$ cat config.mk
export PLATFORM = sky130hd
export DESIGN_NAME = fcr_top
export DESIGN_NICKNAME = d
export VERILOG_FILES = /design/src/fcr_rate_gen.v /design/src/fcr_top.v
export VERILOG_INCLUDE_DIRS = /design/src
export SDC_FILE = /design/constraint.sdc
export NUM_CORES = 1
export LEC_CHECK = 0
export ABC_AREA = 1
export BUFFER_PORTS_ARGS = -buffer_cell sky130_fd_sc_hd__buf_2
export CORE_ASPECT_RATIO = 1.2
export CORE_MARGIN = 5
export CORE_UTILIZATION = 24
export DETAILED_ROUTE_END_ITERATION = 10
export PLACE_DENSITY = 0.47
export SYNTH_ARGS = -nofsm -noshare
export SYNTH_HDL_FRONTEND = slang
export SYNTH_SLANG_ARGS = --single-unit
$ cat constraint.sdc
create_clock -name mclk_in -period 9.67 [get_ports mclk_in]
set_clock_uncertainty 0.15 [all_clocks]
set_input_delay 2.4175 -clock mclk_in [delete_from_list [all_inputs] [get_ports mclk_in]]
set_output_delay 2.4175 -clock mclk_in [all_outputs]
set_load 0.005 [all_outputs]
$ cat src/fcr_defs.vh
// Constants for the frequency correction and transmit rate block.
// Assumes inclusion by bare name from the design files of this block.
// Function
// - Deviation equals code times 625 Hz step
// - Deviation code top bit 71h, low 72h
// - Manual offset code signed, scaled by band
// - Manual offset except correction enabled in receive
// - Correction retunes synthesizer by measured offset
// - Correction frozen from preamble to packet end
// - Multi-packet: correction cleared after each packet
// - Correction limited to limiter times band times 625
// - Gear field halves feedback per step
// - Measure two bits, apply, then settle
// - Wait field sets settle; zero suppresses output
// - Correction value readable at 2Bh
// - Rate is code times 1 MHz over 2^(16+5s)
// - Transmit rate code used only in transmit
// - Band select doubles offset, limiter, correction step
`ifndef FCR_DEFS_VH
`define FCR_DEFS_VH

// ==================================================================
// Register addresses
`define FCR_ADDR_LIMIT      7'h2a
`define FCR_ADDR_CORR       7'h2b
`define FCR_ADDR_RATE_HI    7'h6e
`define FCR_ADDR_RATE_LO    7'h6f
`define FCR_ADDR_RATE_CFG   7'h70
`define FCR_ADDR_MOD_CTRL2  7'h71
`define FCR_ADDR_DEV_LO     7'h72
`define FCR_ADDR_OFS_LO     7'h73
`define FCR_ADDR_OFS_HI     7'h74
`define FCR_ADDR_BAND       7'h75

// ==================================================================
// Reset values
`define FCR_RST_LIMIT       8'h00
`define FCR_RST_RATE_HI     8'h0a
`define FCR_RST_RATE_LO     8'h3d
`define FCR_RST_RATE_CFG    8'h00
`define FCR_RST_MOD_CTRL2   8'h00
`define FCR_RST_DEV_LO      8'h20
`define FCR_RST_OFS_LO      8'h00
`define FCR_RST_OFS_HI      8'h00
`define FCR_RST_BAND        8'h35

// ==================================================================
// Field positions
`define FCR_DEV_TOP_BIT     2
`define FCR_BAND_HI_BIT     5
`define FCR_RATE_SCALE_BIT  5
`define FCR_OFS_HI_MASK     8'h03

// ==================================================================
// Timing and arithmetic
`define FCR_CLK_HZ          40000000
`define FCR_REF_HZ          1000000
`define FCR_REF_DIV         (`FCR_CLK_HZ / `FCR_REF_HZ)
`define FCR_RATE_SHIFT_LO   16
`define FCR_RATE_SHIFT_HI   21
`define FCR_MEAS_BITS       4'h2
`define FCR_LIMIT_SHIFT     2

`endif

$ cat src/fcr_rate_gen.v
// Transmit bit-rate generator: phase accumulator paced by a 1 MHz tick.
// Assumes the rate code and scale bit come from registers on the same clock.
`timescale 1ns/1ps
`default_nettype none
`include "fcr_defs.vh"

module fcr_rate_gen #(
    parameter integer REF_DIV = `FCR_REF_DIV
) (
    // Clock and reset
    input  wire        mclk_in,
    input  wire        sys_rst_in,
    // Control
    input  wire        enable_in,
    input  wire [15:0] rate_code_in,
    input  wire        rate_scale_in,
    // Bit pulse
    output reg         bit_tick_out
);
    // ==============================================================
    // 1 MHz reference enable
    reg  [7:0]  ref_cnt_q;
    wire        ref_tick = ({24'h000000, ref_cnt_q} == REF_DIV - 1);

    always @(posedge mclk_in or posedge sys_rst_in) begin
        if (sys_rst_in) begin
            ref_cnt_q <= 8'h00;
        end else if (ref_tick || !enable_in) begin
            ref_cnt_q <= 8'h00;
        end else begin
            ref_cnt_q <= ref_cnt_q + 8'h01;
        end
    end

    // ==============================================================
    // Accumulator: carry out of bit 16 or 21 marks one bit time
    reg  [21:0] acc_q;
    wire [22:0] acc_sum = {1'b0, acc_q} + {7'h00, rate_code_in};
    wire        carry   = rate_scale_in ? acc_sum[`FCR_RATE_SHIFT_HI]
                                        : acc_sum[`FCR_RATE_SHIFT_LO];

    always @(posedge mclk_in or posedge sys_rst_in) begin
        if (sys_rst_in) begin
            acc_q        <= 22'h000000;
            bit_tick_out <= 1'b0;
        end else if (!enable_in) begin
            acc_q        <= 22'h000000;
            bit_tick_out <= 1'b0;
        end else begin
            bit_tick_out <= ref_tick && carry;
            if (ref_tick) begin
                if (rate_scale_in) begin
                    acc_q <= {1'b0, acc_sum[20:0]};
                end else begin
                    acc_q <= {6'h00, acc_sum[15:0]};
                end
            end
        end
    end
endmodule // fcr_rate_gen
`default_nettype wire

$ cat src/fcr_top.v
// Frequency deviation, manual offset, correction loop and transmit rate.
// Assumes a host-side serial engine turns transfers into the byte-wide
// register strobes below, and the modem supplies bit ticks and errors.
`timescale 1ns/1ps
`default_nettype none
`include "fcr_defs.vh"

module fcr_top (
    // Clock and reset
    input  wire        mclk_in,
    input  wire        sys_rst_in,
    // Register access
    input  wire [6:0]  reg_addr_in,
    input  wire [7:0]  reg_wdata_in,
    input  wire        reg_we_in,
    input  wire        reg_re_in,
    output reg  [7:0]  reg_rdata_out,
    // Mode and loop settings
    input  wire        rx_mode_in,
    input  wire        tx_mode_in,
    input  wire        afc_enable_in,
    input  wire [2:0]  afc_gear_in,
    input  wire [2:0]  settle_wait_in,
    input  wire        multi_packet_in,
    // Modem events
    input  wire        rx_bit_tick_in,
    input  wire signed [10:0] freq_err_in,
    input  wire        preamble_det_in,
    input  wire        packet_end_in,
    // Synthesizer settings
    output reg  [8:0]  deviation_code_out,
    output reg  [9:0]  lo_offset_out,
    output reg         high_band_out,
    output reg         afc_frozen_out,
    output reg         tx_bit_tick_out
);
    // ==============================================================
    // Helpers
    function [9:0] clamp10;
        input signed [12:0] v;
        input [9:0]         lim;
        reg signed [12:0]   l;
        reg signed [12:0]   nl;
        begin
            l = {3'b000, lim};
            // A wide limiter would overflow the signed 10-bit correction
            if (l > 13'sd511) begin
                l = 13'sd511;
            end
            nl = -l;
            if (v > l) begin
                clamp10 = l[9:0];
            end else if (v < nl) begin
                clamp10 = nl[9:0];
            end else begin
                clamp10 = v[9:0];
            end
        end
    endfunction

    function [7:0] sat8;
        input signed [9:0] v;
        begin
            if (v > 10'sd127) begin
                sat8 = 8'h7f;
            end else if (v < -10'sd128) begin
                sat8 = 8'h80;
            end else begin
                sat8 = v[7:0];
            end
        end
    endfunction

    // ==============================================================
    // Register file
    reg  [7:0] limit_q;
    reg  [7:0] rate_hi_q;
    reg  [7:0] rate_lo_q;
    reg  [7:0] rate_cfg_q;
    reg  [7:0] mod_ctrl2_q;
    reg  [7:0] dev_lo_q;
    reg  [7:0] ofs_lo_q;
    reg  [7:0] ofs_hi_q;
    reg  [7:0] band_q;
    reg  [9:0] corr_q;

    always @(posedge mclk_in or posedge sys_rst_in) begin
        if (sys_rst_in) begin
            limit_q     <= `FCR_RST_LIMIT;
            rate_hi_q   <= `FCR_RST_RATE_HI;
            rate_lo_q   <= `FCR_RST_RATE_LO;
            rate_cfg_q  <= `FCR_RST_RATE_CFG;
            mod_ctrl2_q <= `FCR_RST_MOD_CTRL2;
            dev_lo_q    <= `FCR_RST_DEV_LO;
            ofs_lo_q    <= `FCR_RST_OFS_LO;
            ofs_hi_q    <= `FCR_RST_OFS_HI;
            band_q      <= `FCR_RST_BAND;
        end else if (reg_we_in) begin
            case (reg_addr_in)
                `FCR_ADDR_LIMIT:     limit_q     <= reg_wdata_in;
                `FCR_ADDR_RATE_HI:   rate_hi_q   <= reg_wdata_in;
                `FCR_ADDR_RATE_LO:   rate_lo_q   <= reg_wdata_in;
                `FCR_ADDR_RATE_CFG:  rate_cfg_q  <= reg_wdata_in;
                `FCR_ADDR_MOD_CTRL2: mod_ctrl2_q <= reg_wdata_in;
                `FCR_ADDR_DEV_LO:    dev_lo_q    <= reg_wdata_in;
                `FCR_ADDR_OFS_LO:    ofs_lo_q    <= reg_wdata_in;
                `FCR_ADDR_OFS_HI:    ofs_hi_q    <= reg_wdata_in & `FCR_OFS_HI_MASK;
                `FCR_ADDR_BAND:      band_q      <= reg_wdata_in;
                default: ;
            endcase
        end
    end

    // Reads are registered; unmapped addresses return zero
    always @(posedge mclk_in or posedge sys_rst_in) begin
        if (sys_rst_in) begin
            reg_rdata_out <= 8'h00;
        end else if (reg_re_in) begin
            case (reg_addr_in)
                `FCR_ADDR_LIMIT:     reg_rdata_out <= limit_q;
                `FCR_ADDR_CORR:      reg_rdata_out <= sat8(corr_q);
                `FCR_ADDR_RATE_HI:   reg_rdata_out <= rate_hi_q;
                `FCR_ADDR_RATE_LO:   reg_rdata_out <= rate_lo_q;
                `FCR_ADDR_RATE_CFG:  reg_rdata_out <= rate_cfg_q;
                `FCR_ADDR_MOD_CTRL2: reg_rdata_out <= mod_ctrl2_q;
                `FCR_ADDR_DEV_LO:    reg_rdata_out <= dev_lo_q;
                `FCR_ADDR_OFS_LO:    reg_rdata_out <= ofs_lo_q;
                `FCR_ADDR_OFS_HI:    reg_rdata_out <= ofs_hi_q;
                `FCR_ADDR_BAND:      reg_rdata_out <= band_q;
                default:             reg_rdata_out <= 8'h00;
            endcase
        end
    end

    // ==============================================================
    // Correction loop
    localparam [1:0] ST_IDLE   = 2'b00;
    localparam [1:0] ST_MEAS   = 2'b01;
    localparam [1:0] ST_SETTLE = 2'b10;
    localparam [1:0] ST_FROZEN = 2'b11;

    reg  [1:0]         state_q;
    reg  [3:0]         bit_cnt_q;
    reg  signed [11:0] err_sum_q;

    wire        loop_on   = rx_mode_in && afc_enable_in;
    // Limiter counts 625 Hz steps, correction counts 156.25 Hz steps; band
    // scales both alike, so the bound in correction steps is limiter x 4.
    wire [9:0]  lim_steps = {limit_q, 2'b00};
    wire [3:0]  settle_bits = {settle_wait_in, 1'b0};
    wire signed [11:0] err_next = err_sum_q + {freq_err_in[10], freq_err_in};
    // Average of the two samples, then the gear shift halves it per step
    wire signed [12:0] fb_step  =
        $signed({{2{err_next[11]}}, err_next[11:1]}) >>> afc_gear_in;
    wire signed [12:0] corr_new = {{3{corr_q[9]}}, corr_q} + fb_step;

    always @(posedge mclk_in or posedge sys_rst_in) begin
        if (sys_rst_in) begin
            state_q   <= ST_IDLE;
            bit_cnt_q <= 4'h0;
            err_sum_q <= 12'sh000;
            corr_q    <= 10'h000;
        end else if (!loop_on) begin
            state_q   <= ST_IDLE;
            bit_cnt_q <= 4'h0;
            err_sum_q <= 12'sh000;
        end else begin
            case (state_q)
                ST_IDLE: begin
                    state_q   <= ST_MEAS;
                    bit_cnt_q <= 4'h0;
                    err_sum_q <= 12'sh000;
                end
                ST_MEAS: begin
                    if (preamble_det_in) begin
                        state_q <= ST_FROZEN;
                    end else if (rx_bit_tick_in) begin
                        err_sum_q <= err_next;
                        if (bit_cnt_q == `FCR_MEAS_BITS - 4'h1) begin
                            bit_cnt_q <= 4'h0;
                            state_q   <= ST_SETTLE;
                            if (settle_wait_in == 3'b000) begin
                                corr_q <= 10'h000;
                            end else begin
                                corr_q <= clamp10(corr_new, lim_steps);
                            end
                        end else begin
                            bit_cnt_q <= bit_cnt_q + 4'h1;
                        end
                    end
                end
                ST_SETTLE: begin
                    if (preamble_det_in) begin
                        state_q <= ST_FROZEN;
                    end else if (bit_cnt_q >= settle_bits) begin
                        state_q   <= ST_MEAS;
                        bit_cnt_q <= 4'h0;
                        err_sum_q <= 12'sh000;
                    end else if (rx_bit_tick_in) begin
                        bit_cnt_q <= bit_cnt_q + 4'h1;
                    end
                end
                ST_FROZEN: begin
                    if (packet_end_in) begin
                        state_q <= ST_IDLE;
                        if (multi_packet_in) begin
                            corr_q <= 10'h000;
                        end
                    end
                end
                default: state_q <= ST_IDLE;
            endcase
            // Zero wait clears the correction every cycle while the loop is on
            if (settle_wait_in == 3'b000) begin
                corr_q <= 10'h000;
            end
        end
    end

    // ==============================================================
    // Synthesizer settings
    wire [9:0] manual_offset_code = {ofs_hi_q[1:0], ofs_lo_q};

    always @(posedge mclk_in or posedge sys_rst_in) begin
        if (sys_rst_in) begin
            deviation_code_out <= 9'h000;
            lo_offset_out      <= 10'h000;
            high_band_out      <= 1'b0;
            afc_frozen_out     <= 1'b0;
        end else begin
            // Same 625 Hz step in both bands; carrier fields do not enter
            deviation_code_out <= {mod_ctrl2_q[`FCR_DEV_TOP_BIT], dev_lo_q};
            high_band_out      <= band_q[`FCR_BAND_HI_BIT];
            afc_frozen_out     <= loop_on && (state_q == ST_FROZEN);
            // Loop and manual code share one offset path
            if (loop_on && !tx_mode_in) begin
                lo_offset_out <= corr_q;
            end else begin
                lo_offset_out <= manual_offset_code;
            end
        end
    end

    // ==============================================================
    // Transmit bit rate
    wire rate_tick;

    fcr_rate_gen #(
        .REF_DIV      (`FCR_REF_DIV)
    ) u_rate_gen (
        .mclk_in      (mclk_in),
        .sys_rst_in   (sys_rst_in),
        .enable_in    (tx_mode_in),
        .rate_code_in ({rate_hi_q, rate_lo_q}),
        .rate_scale_in(rate_cfg_q[`FCR_RATE_SCALE_BIT]),
        .bit_tick_out (rate_tick)
    );

    always @(posedge mclk_in or posedge sys_rst_in) begin
        if (sys_rst_in) begin
            tx_bit_tick_out <= 1'b0;
        end else begin
            tx_bit_tick_out <= rate_tick;
        end
    end
endmodule // fcr_top
`default_nettype wire

## Word level (Yosys, flattened, before mapping)

Cells that the tools add are included.

- Add/sub/neg operators: 6
- $lt $le $gt $ge: 6
- Equality and inequality tests: 31
- Shifts and indexed selects: 1
- Mux-type cells: 48
- Reduce and logical (&&, ||, !) cells: 22

Operators by type and width:

| operator | number |
|---|---|
| $mux 10 | 10 |
| $pmux 8 s10 | 1 |
| $mux 13 | 6 |
| $mux 12 | 5 |
| $eq 7x7->1 const B | 8 |
| $mux 22 | 2 |
| $pmux 12 s3 | 1 |
| $ne 3x3->1 const B | 10 |
| $mux 4 | 7 |
| $mux 8 | 3 |
| $add 22x16->22 | 1 |
| $mux 21 | 1 |
| $pmux 10 s2 | 1 |
| $reduce_and 2->1 | 9 |
| $ne 4x4->1 const B | 4 |
| $eq 7x6->1 const B | 2 |
| $mux 2 | 7 |
| $add 13x13->13 | 1 |
| $gt 13x13->1 | 1 |
| $lt 13x13->1 | 1 |
| $neg 13->13 | 1 |
| $sshr 11x3->13 | 1 |
| $add 12x12->12 | 1 |
| $pmux 4 s3 | 1 |
| 23 further kinds | 29 |

- Register bits: 155
- Output and inout port bits: 30
- Word-level logic and storage cells: 136

## Depth between registers and ports, before layout

- Depth in word-level cells: 17
- Mapped depth: 40
- Gate-level depth less buffers: 39

## Hierarchy

Synthesis repeated with hierarchy kept, for this count alone.

- Cell total of the unflattened synthesis: 1386
- Area, all modules: 10259.8 um2

Modules (own cells, without submodules):

| module | instances | cells an instance | area each (um2) | sequential area each (um2) |
|---|---|---|---|---|
| fcr_top | 1 | 1005 | 7724.9 | 3118.0 |
| fcr_rate_gen | 1 | 381 | 2534.9 | 750.7 |

## Worst setup path after synthesis

OpenSTA, ideal clock, no wires.

- Path type: input to register
- Start point: in freq_err_in[0]
- End point: reg corr_q[5]
- Data arrival time: 6.789 ns
- Data required time: 9.404 ns
- Path slack: 2.615 ns
- Stages: 34
- Path buffers: 1
- Cell sequence: ha_1 > fa_1 > a21oi_1 > nor2_1 > nor2_1 > xor2_1 > nand2_1 > nand2_1 > nand2_1 > nand3_1 > o21ai_0 > ha_1 > fa_1 > nand3_1 > nand2_1 > nand2_1 > nand2_1 > nand3_1 > nand2_1 > o21ai_1 > ha_1 > nand2_1 > inv_1 > a221oi_1 > nand2_1 > nor2_2 > nand2_4 > nand2_4 > nand2_4 > buf_12 > nand3_2 > nand3_1 > nand2_1 > nand2_1

- Word-level cells in the longest chain between the ends: 11
- Elaborated cells between the ends (all ways): 12
- Those cells by class: add/sub (2); order compare (2); shift (1); mux (7)

RTL lines:

| element | RTL line | source |
|---|---|---|
| start, declared | fcr_top.v:27 | `input wire signed [10:0] freq_err_in,` |
| $add 12x12->12 (*) | fcr_top.v:151 | `wire signed [11:0] err_next = err_sum_q + {freq_err_in[10], freq_err_in};` |
| $sshr 11x3->13 (*) | fcr_top.v:154 | `$signed({{2{err_next[11]}}, err_next[11:1]}) >>> afc_gear_in;` |
| $add 13x13->13 (*) | fcr_top.v:155 | `wire signed [12:0] corr_new = {{3{corr_q[9]}}, corr_q} + fb_step;` |
| $lt 13x13->1 | fcr_top.v:53 | `end else if (v < nl) begin` |
| $mux 10 | fcr_top.v:53 |  |
| $mux 10 (*) | fcr_top.v:51 | `if (v > l) begin` |
| $mux 10 (*) | fcr_top.v:179 | `` if (bit_cnt_q == `FCR_MEAS_BITS - 4'h1) begin `` |
| $mux 10 (*) | fcr_top.v:177 | `end else if (rx_bit_tick_in) begin` |
| $mux 10 (*) | fcr_top.v:175 | `if (preamble_det_in) begin` |
| $pmux 10 s2 (*) | fcr_top.v:168 | `case (state_q)` |
| $mux 10 (*) | fcr_top.v:214 | `if (settle_wait_in == 3'b000) begin` |
| end signal, assigned | fcr_top.v:185 | `corr_q <= clamp10(corr_new, lim_steps);` |
| end, declared | fcr_top.v:85 | `reg [9:0] corr_q;` |

Mark *: on every way between the ends. The rest lies on a longest branch, timed or not. The select of a mux whose other input is x is not followed.
A chain may end at the register's enable or synchronous reset.

## Final worst setup path

- Start point: in freq_err_in[0]
- End point: reg corr_q[1]

Same word-level chain as after synthesis.

==> impl_metrics.ini <==
[synth]
synth_flop_cell = dfrtp_1
synth_top_area_cell = dfrtp_1
synth.area.top_cells = dfrtp_1, nand2_1, ha_1
yosysTopAreaCellShare_pct = 36.5
synth.avg_cell_area_um2 = 7.69
netlist_area_mm2 = 0.00972
synth_edf_count = 0
synth_mux_area_share_pct = 0.347
synth_compound_area_share_pct = 16.4
synthDistinctLibCells = 56
synth_cells = 1265
synth_async_sr_flop_share_pct = 100
yosysWarningCount = 0
synth_nets = 1378
synth_top_family_by_area = simple AND/OR/NAND/NOR gates
synthSimpleGateAreaFrac_pct = 24.7
ys_seq_area_share_pct = 39.8
synth-seq-cells = 154
synth_xor_area_share_pct = 1.80
synthAdderAreaFrac_pct = 9.24

[grt]
grt_pass1_vias = 8437
grt_max_degree = 96
grt_pass1_wl_um = 46900
track_usage_pct = 13.2
grt.overflow.total = 0
antenna_found_initial = 0

[critical_path]
cpPeakStageDelay_ns = 0.46
cp.required_ns = 9.90
arrival_ns = 7.50
rr_startpoint = err_sum_q[0]
path_max_fanout = 11
endpoint_kind = register
path_class = in2reg
start_kind = input pin
cpMaxStageDelayCell = fa_1
cp_common_cell = nand2_1
cp-startpoint = freq_err_in[0]

[cts]
htree_num_levels = 4
cts_inserted_buffers = 17
clkSinkCount = 154
cts.path.max_buffers = 2
cts_root_buffer = clkbuf_16
cts_tree = done
clk_latency_ns = 0.45
cts_hold_buf = 0
cts_resized = 0
cts.clk_slew.worst_paths_ns = 0.06
post_cts_buffers = 0

[finish]
seq_area_mm2 = 0.00387
multiInputGateArea_mm2 = 0.00511
n_fill_cell = 4359
num-nets-final = 1444
drive_above_1_share_pct = 11.8
fin_cells = 1877
diodes = 0
area_growth_pct = 15.5

[sta]
setup_viol = 0
drv_slew = 0
hold_viol = 0
max_freq_mhz = 138
fin_crit_sh_pct = 75.2
tightestPinTransition_ns = 0.983
rsz0062_at_grt = false
tns_ns = 0
relSlewSlack_pct = 34.4
fin_ws_ns = 2.40
period_needed_ns = 7.27
whs_ns = 0.198

[route]
final_antenna_net_count = 0
first_pass_iters = 5
vias = 8521
viasPerCell = 4.54
met1Wirelength_um = 13600
wl_per_cell_um = 15.6
wl_met2_um = 14300
met3_length_um = 876
wl_um = 29300
drc = 0
dr.max_layer_used = met4
drt_iter0_drc = 524

[pwr]
p_int_w = 0.00143
p_total_w = 0.00243
p_sw_share_pct = 40.9
ir_worst_vdd_mv = 0.159
clockPowerShare_pct = 28.8
p_leak_nw = 5.66
pwr-share-comb_pct = 39.7
p_seq_share_pct = 31.5
power_switching_w = 0.000991
powerDensity_mw_per_mm2 = 216

[floorplanning]
die_area_mm2 = 0.0447
io_pins = 73
dieWidth_um = 194
core-area_mm2 = 0.0399
initial_utilization_pct = 24.3
num_rows = 80
die_h_um = 231

[job]
cap_viol_max_count = 0

[placement]
gp_congestion = 0.838
dp_slack_ns = 1.93
io_buffers = 72
place_inst = 1845
hpwl_um = 22600

[worst_hold_path]
min_path_type = reg2reg
hp-start = u_rate_gen.bit_tick_out

[status]
status = finished, final reports clean
worst paths after layout:
kind	to	slack [ns]	cells past startpoint
setup / recovery	corr_q[1]	2.40	33
hold / removal	tx_bit_tick_out	0.20	0
setup reg to reg	corr_q[1]	4.10	32
hold reg to reg	tx_bit_tick_out	0.20	0
max in group asynchronous	deviation_code_out[0]	5.98	3
min in group asynchronous	u_rate_gen.acc_q[19]	2.03	2
cells in the mapped netlist (2+ instances only):
library cell / number
a211oi_1: 3
mux2_2: 3
nand3_1: 82
nand2_2: 4
nor4_1: 2
nor3_2: 2
dfrtp_1: 142
nand3b_1: 2
inv_1: 154
o2bb2ai_1: 3
o211ai_1: 2
a21oi_1: 68
o21ai_0: 150
clkbuf_1: 23
fa_1: 3
nor2_1: 67
a221oi_1: 14
o2111ai_1: 2
nor2_2: 4
ha_1: 67
buf_12: 2
inv_2: 3
o21ai_1: 14
nand2_1: 325
nand2_4: 5
o21a_1: 2
a21o_1: 3
or2_2: 3
o41ai_1: 2
o21bai_1: 2
clkinv_1: 3
nor3_1: 13
nand4_1: 20
a22o_1: 5
o22ai_1: 2
a31oi_1: 5
dfstp_2: 12
nand3_2: 11
xnor2_1: 5
xor2_1: 15
routing by layer:
metal  global-route usage (%)  up-vias
met5                        0        -
met4                     4.07        0
met3                     2.11       28
met2                     22.7      147
met1                     17.1     3981
li1                         -     4365
cell families (layout without fill, tap and decap cells):
family / count (synthesis) / count (layout)
buffers and inverters: 188 / 267
flip-flops: 154 / 154
AND/OR/NAND/NOR: 545 / 545
AO/OA/AOI/OAI: 285 / 285
multiplexers: 3 / 3
adder cells (fa/ha/maj): 70 / 70
XOR/XNOR: 20 / 20
power groups by stage:
stage	Sequential [W]	Combinational, W	Clock [W]
floorplan	0.000747	0.000794	0
global placement	0.000779	0.000955	0
detailed placement	0.000779	0.000966	0
CTS	0.000767	0.000972	0.000722
global route	0.000771	0.00112	0.000745
finish	0.000765	0.000964	0.000698
metrics by stage:
step,instance area (um2),utilization [%]
after floorplan,9720,-
after CTS,11200,28.1
final,11200,28.1
after detailed placement,10600,26.6
after global routing,11200,28.1
after global placement,10600,26.6
state kept, by name, indices dropped and copies added, names as in the netlist, 2 cells and up:
register,flops
band_q,8
bit_cnt_q,4
corr_q,10
dev_lo_q,8
deviation_code_out,9
err_sum_q,12
limit_q,8
lo_offset_out,10
mod_ctrl2_q,8
ofs_hi_q,2
ofs_lo_q,8
rate_cfg_q,8
rate_hi_q,8
rate_lo_q,8
reg_rdata_out,8
state_q,2
u_rate_gen.acc_q,21
u_rate_gen.ref_cnt_q,8
cells in the final DEF, fill, tap and decap left out, drive strengths merged, types with 5 or more instances in the layout:
cell type,n
a221oi,14
clkbuf,20
dfstp,12
dfrtp,142
buf,74
nor3,16
xor2,15
nor2,72
inv,162
a22o,5
clkinv,7
xnor2,5
a31oi,5
nand3,93
nand4,20
nand2,334
o21ai,164
ha,67
a21oi,68
worst max-delay path: cells and delay by family:
kind	cells	cell delay, ns
buffers and inverters	2	0.16
xor gates and xnor gates	1	0.27
and+or+nand+nor	21	2.03
adders and majority gates	5	1.70
AOI/OAI and AO/OA	4	0.88
area by class of cell:
class,instances,area share (%)
clock buffers,20,4.07
repair buffers,74,3.34
clock inverters,12,1.25
flip-flops and latches,154,34.5
multi-input cells,923,45.5
well taps,533,5.94
inverters,161,5.45
(Power assumes the default switching activity.)
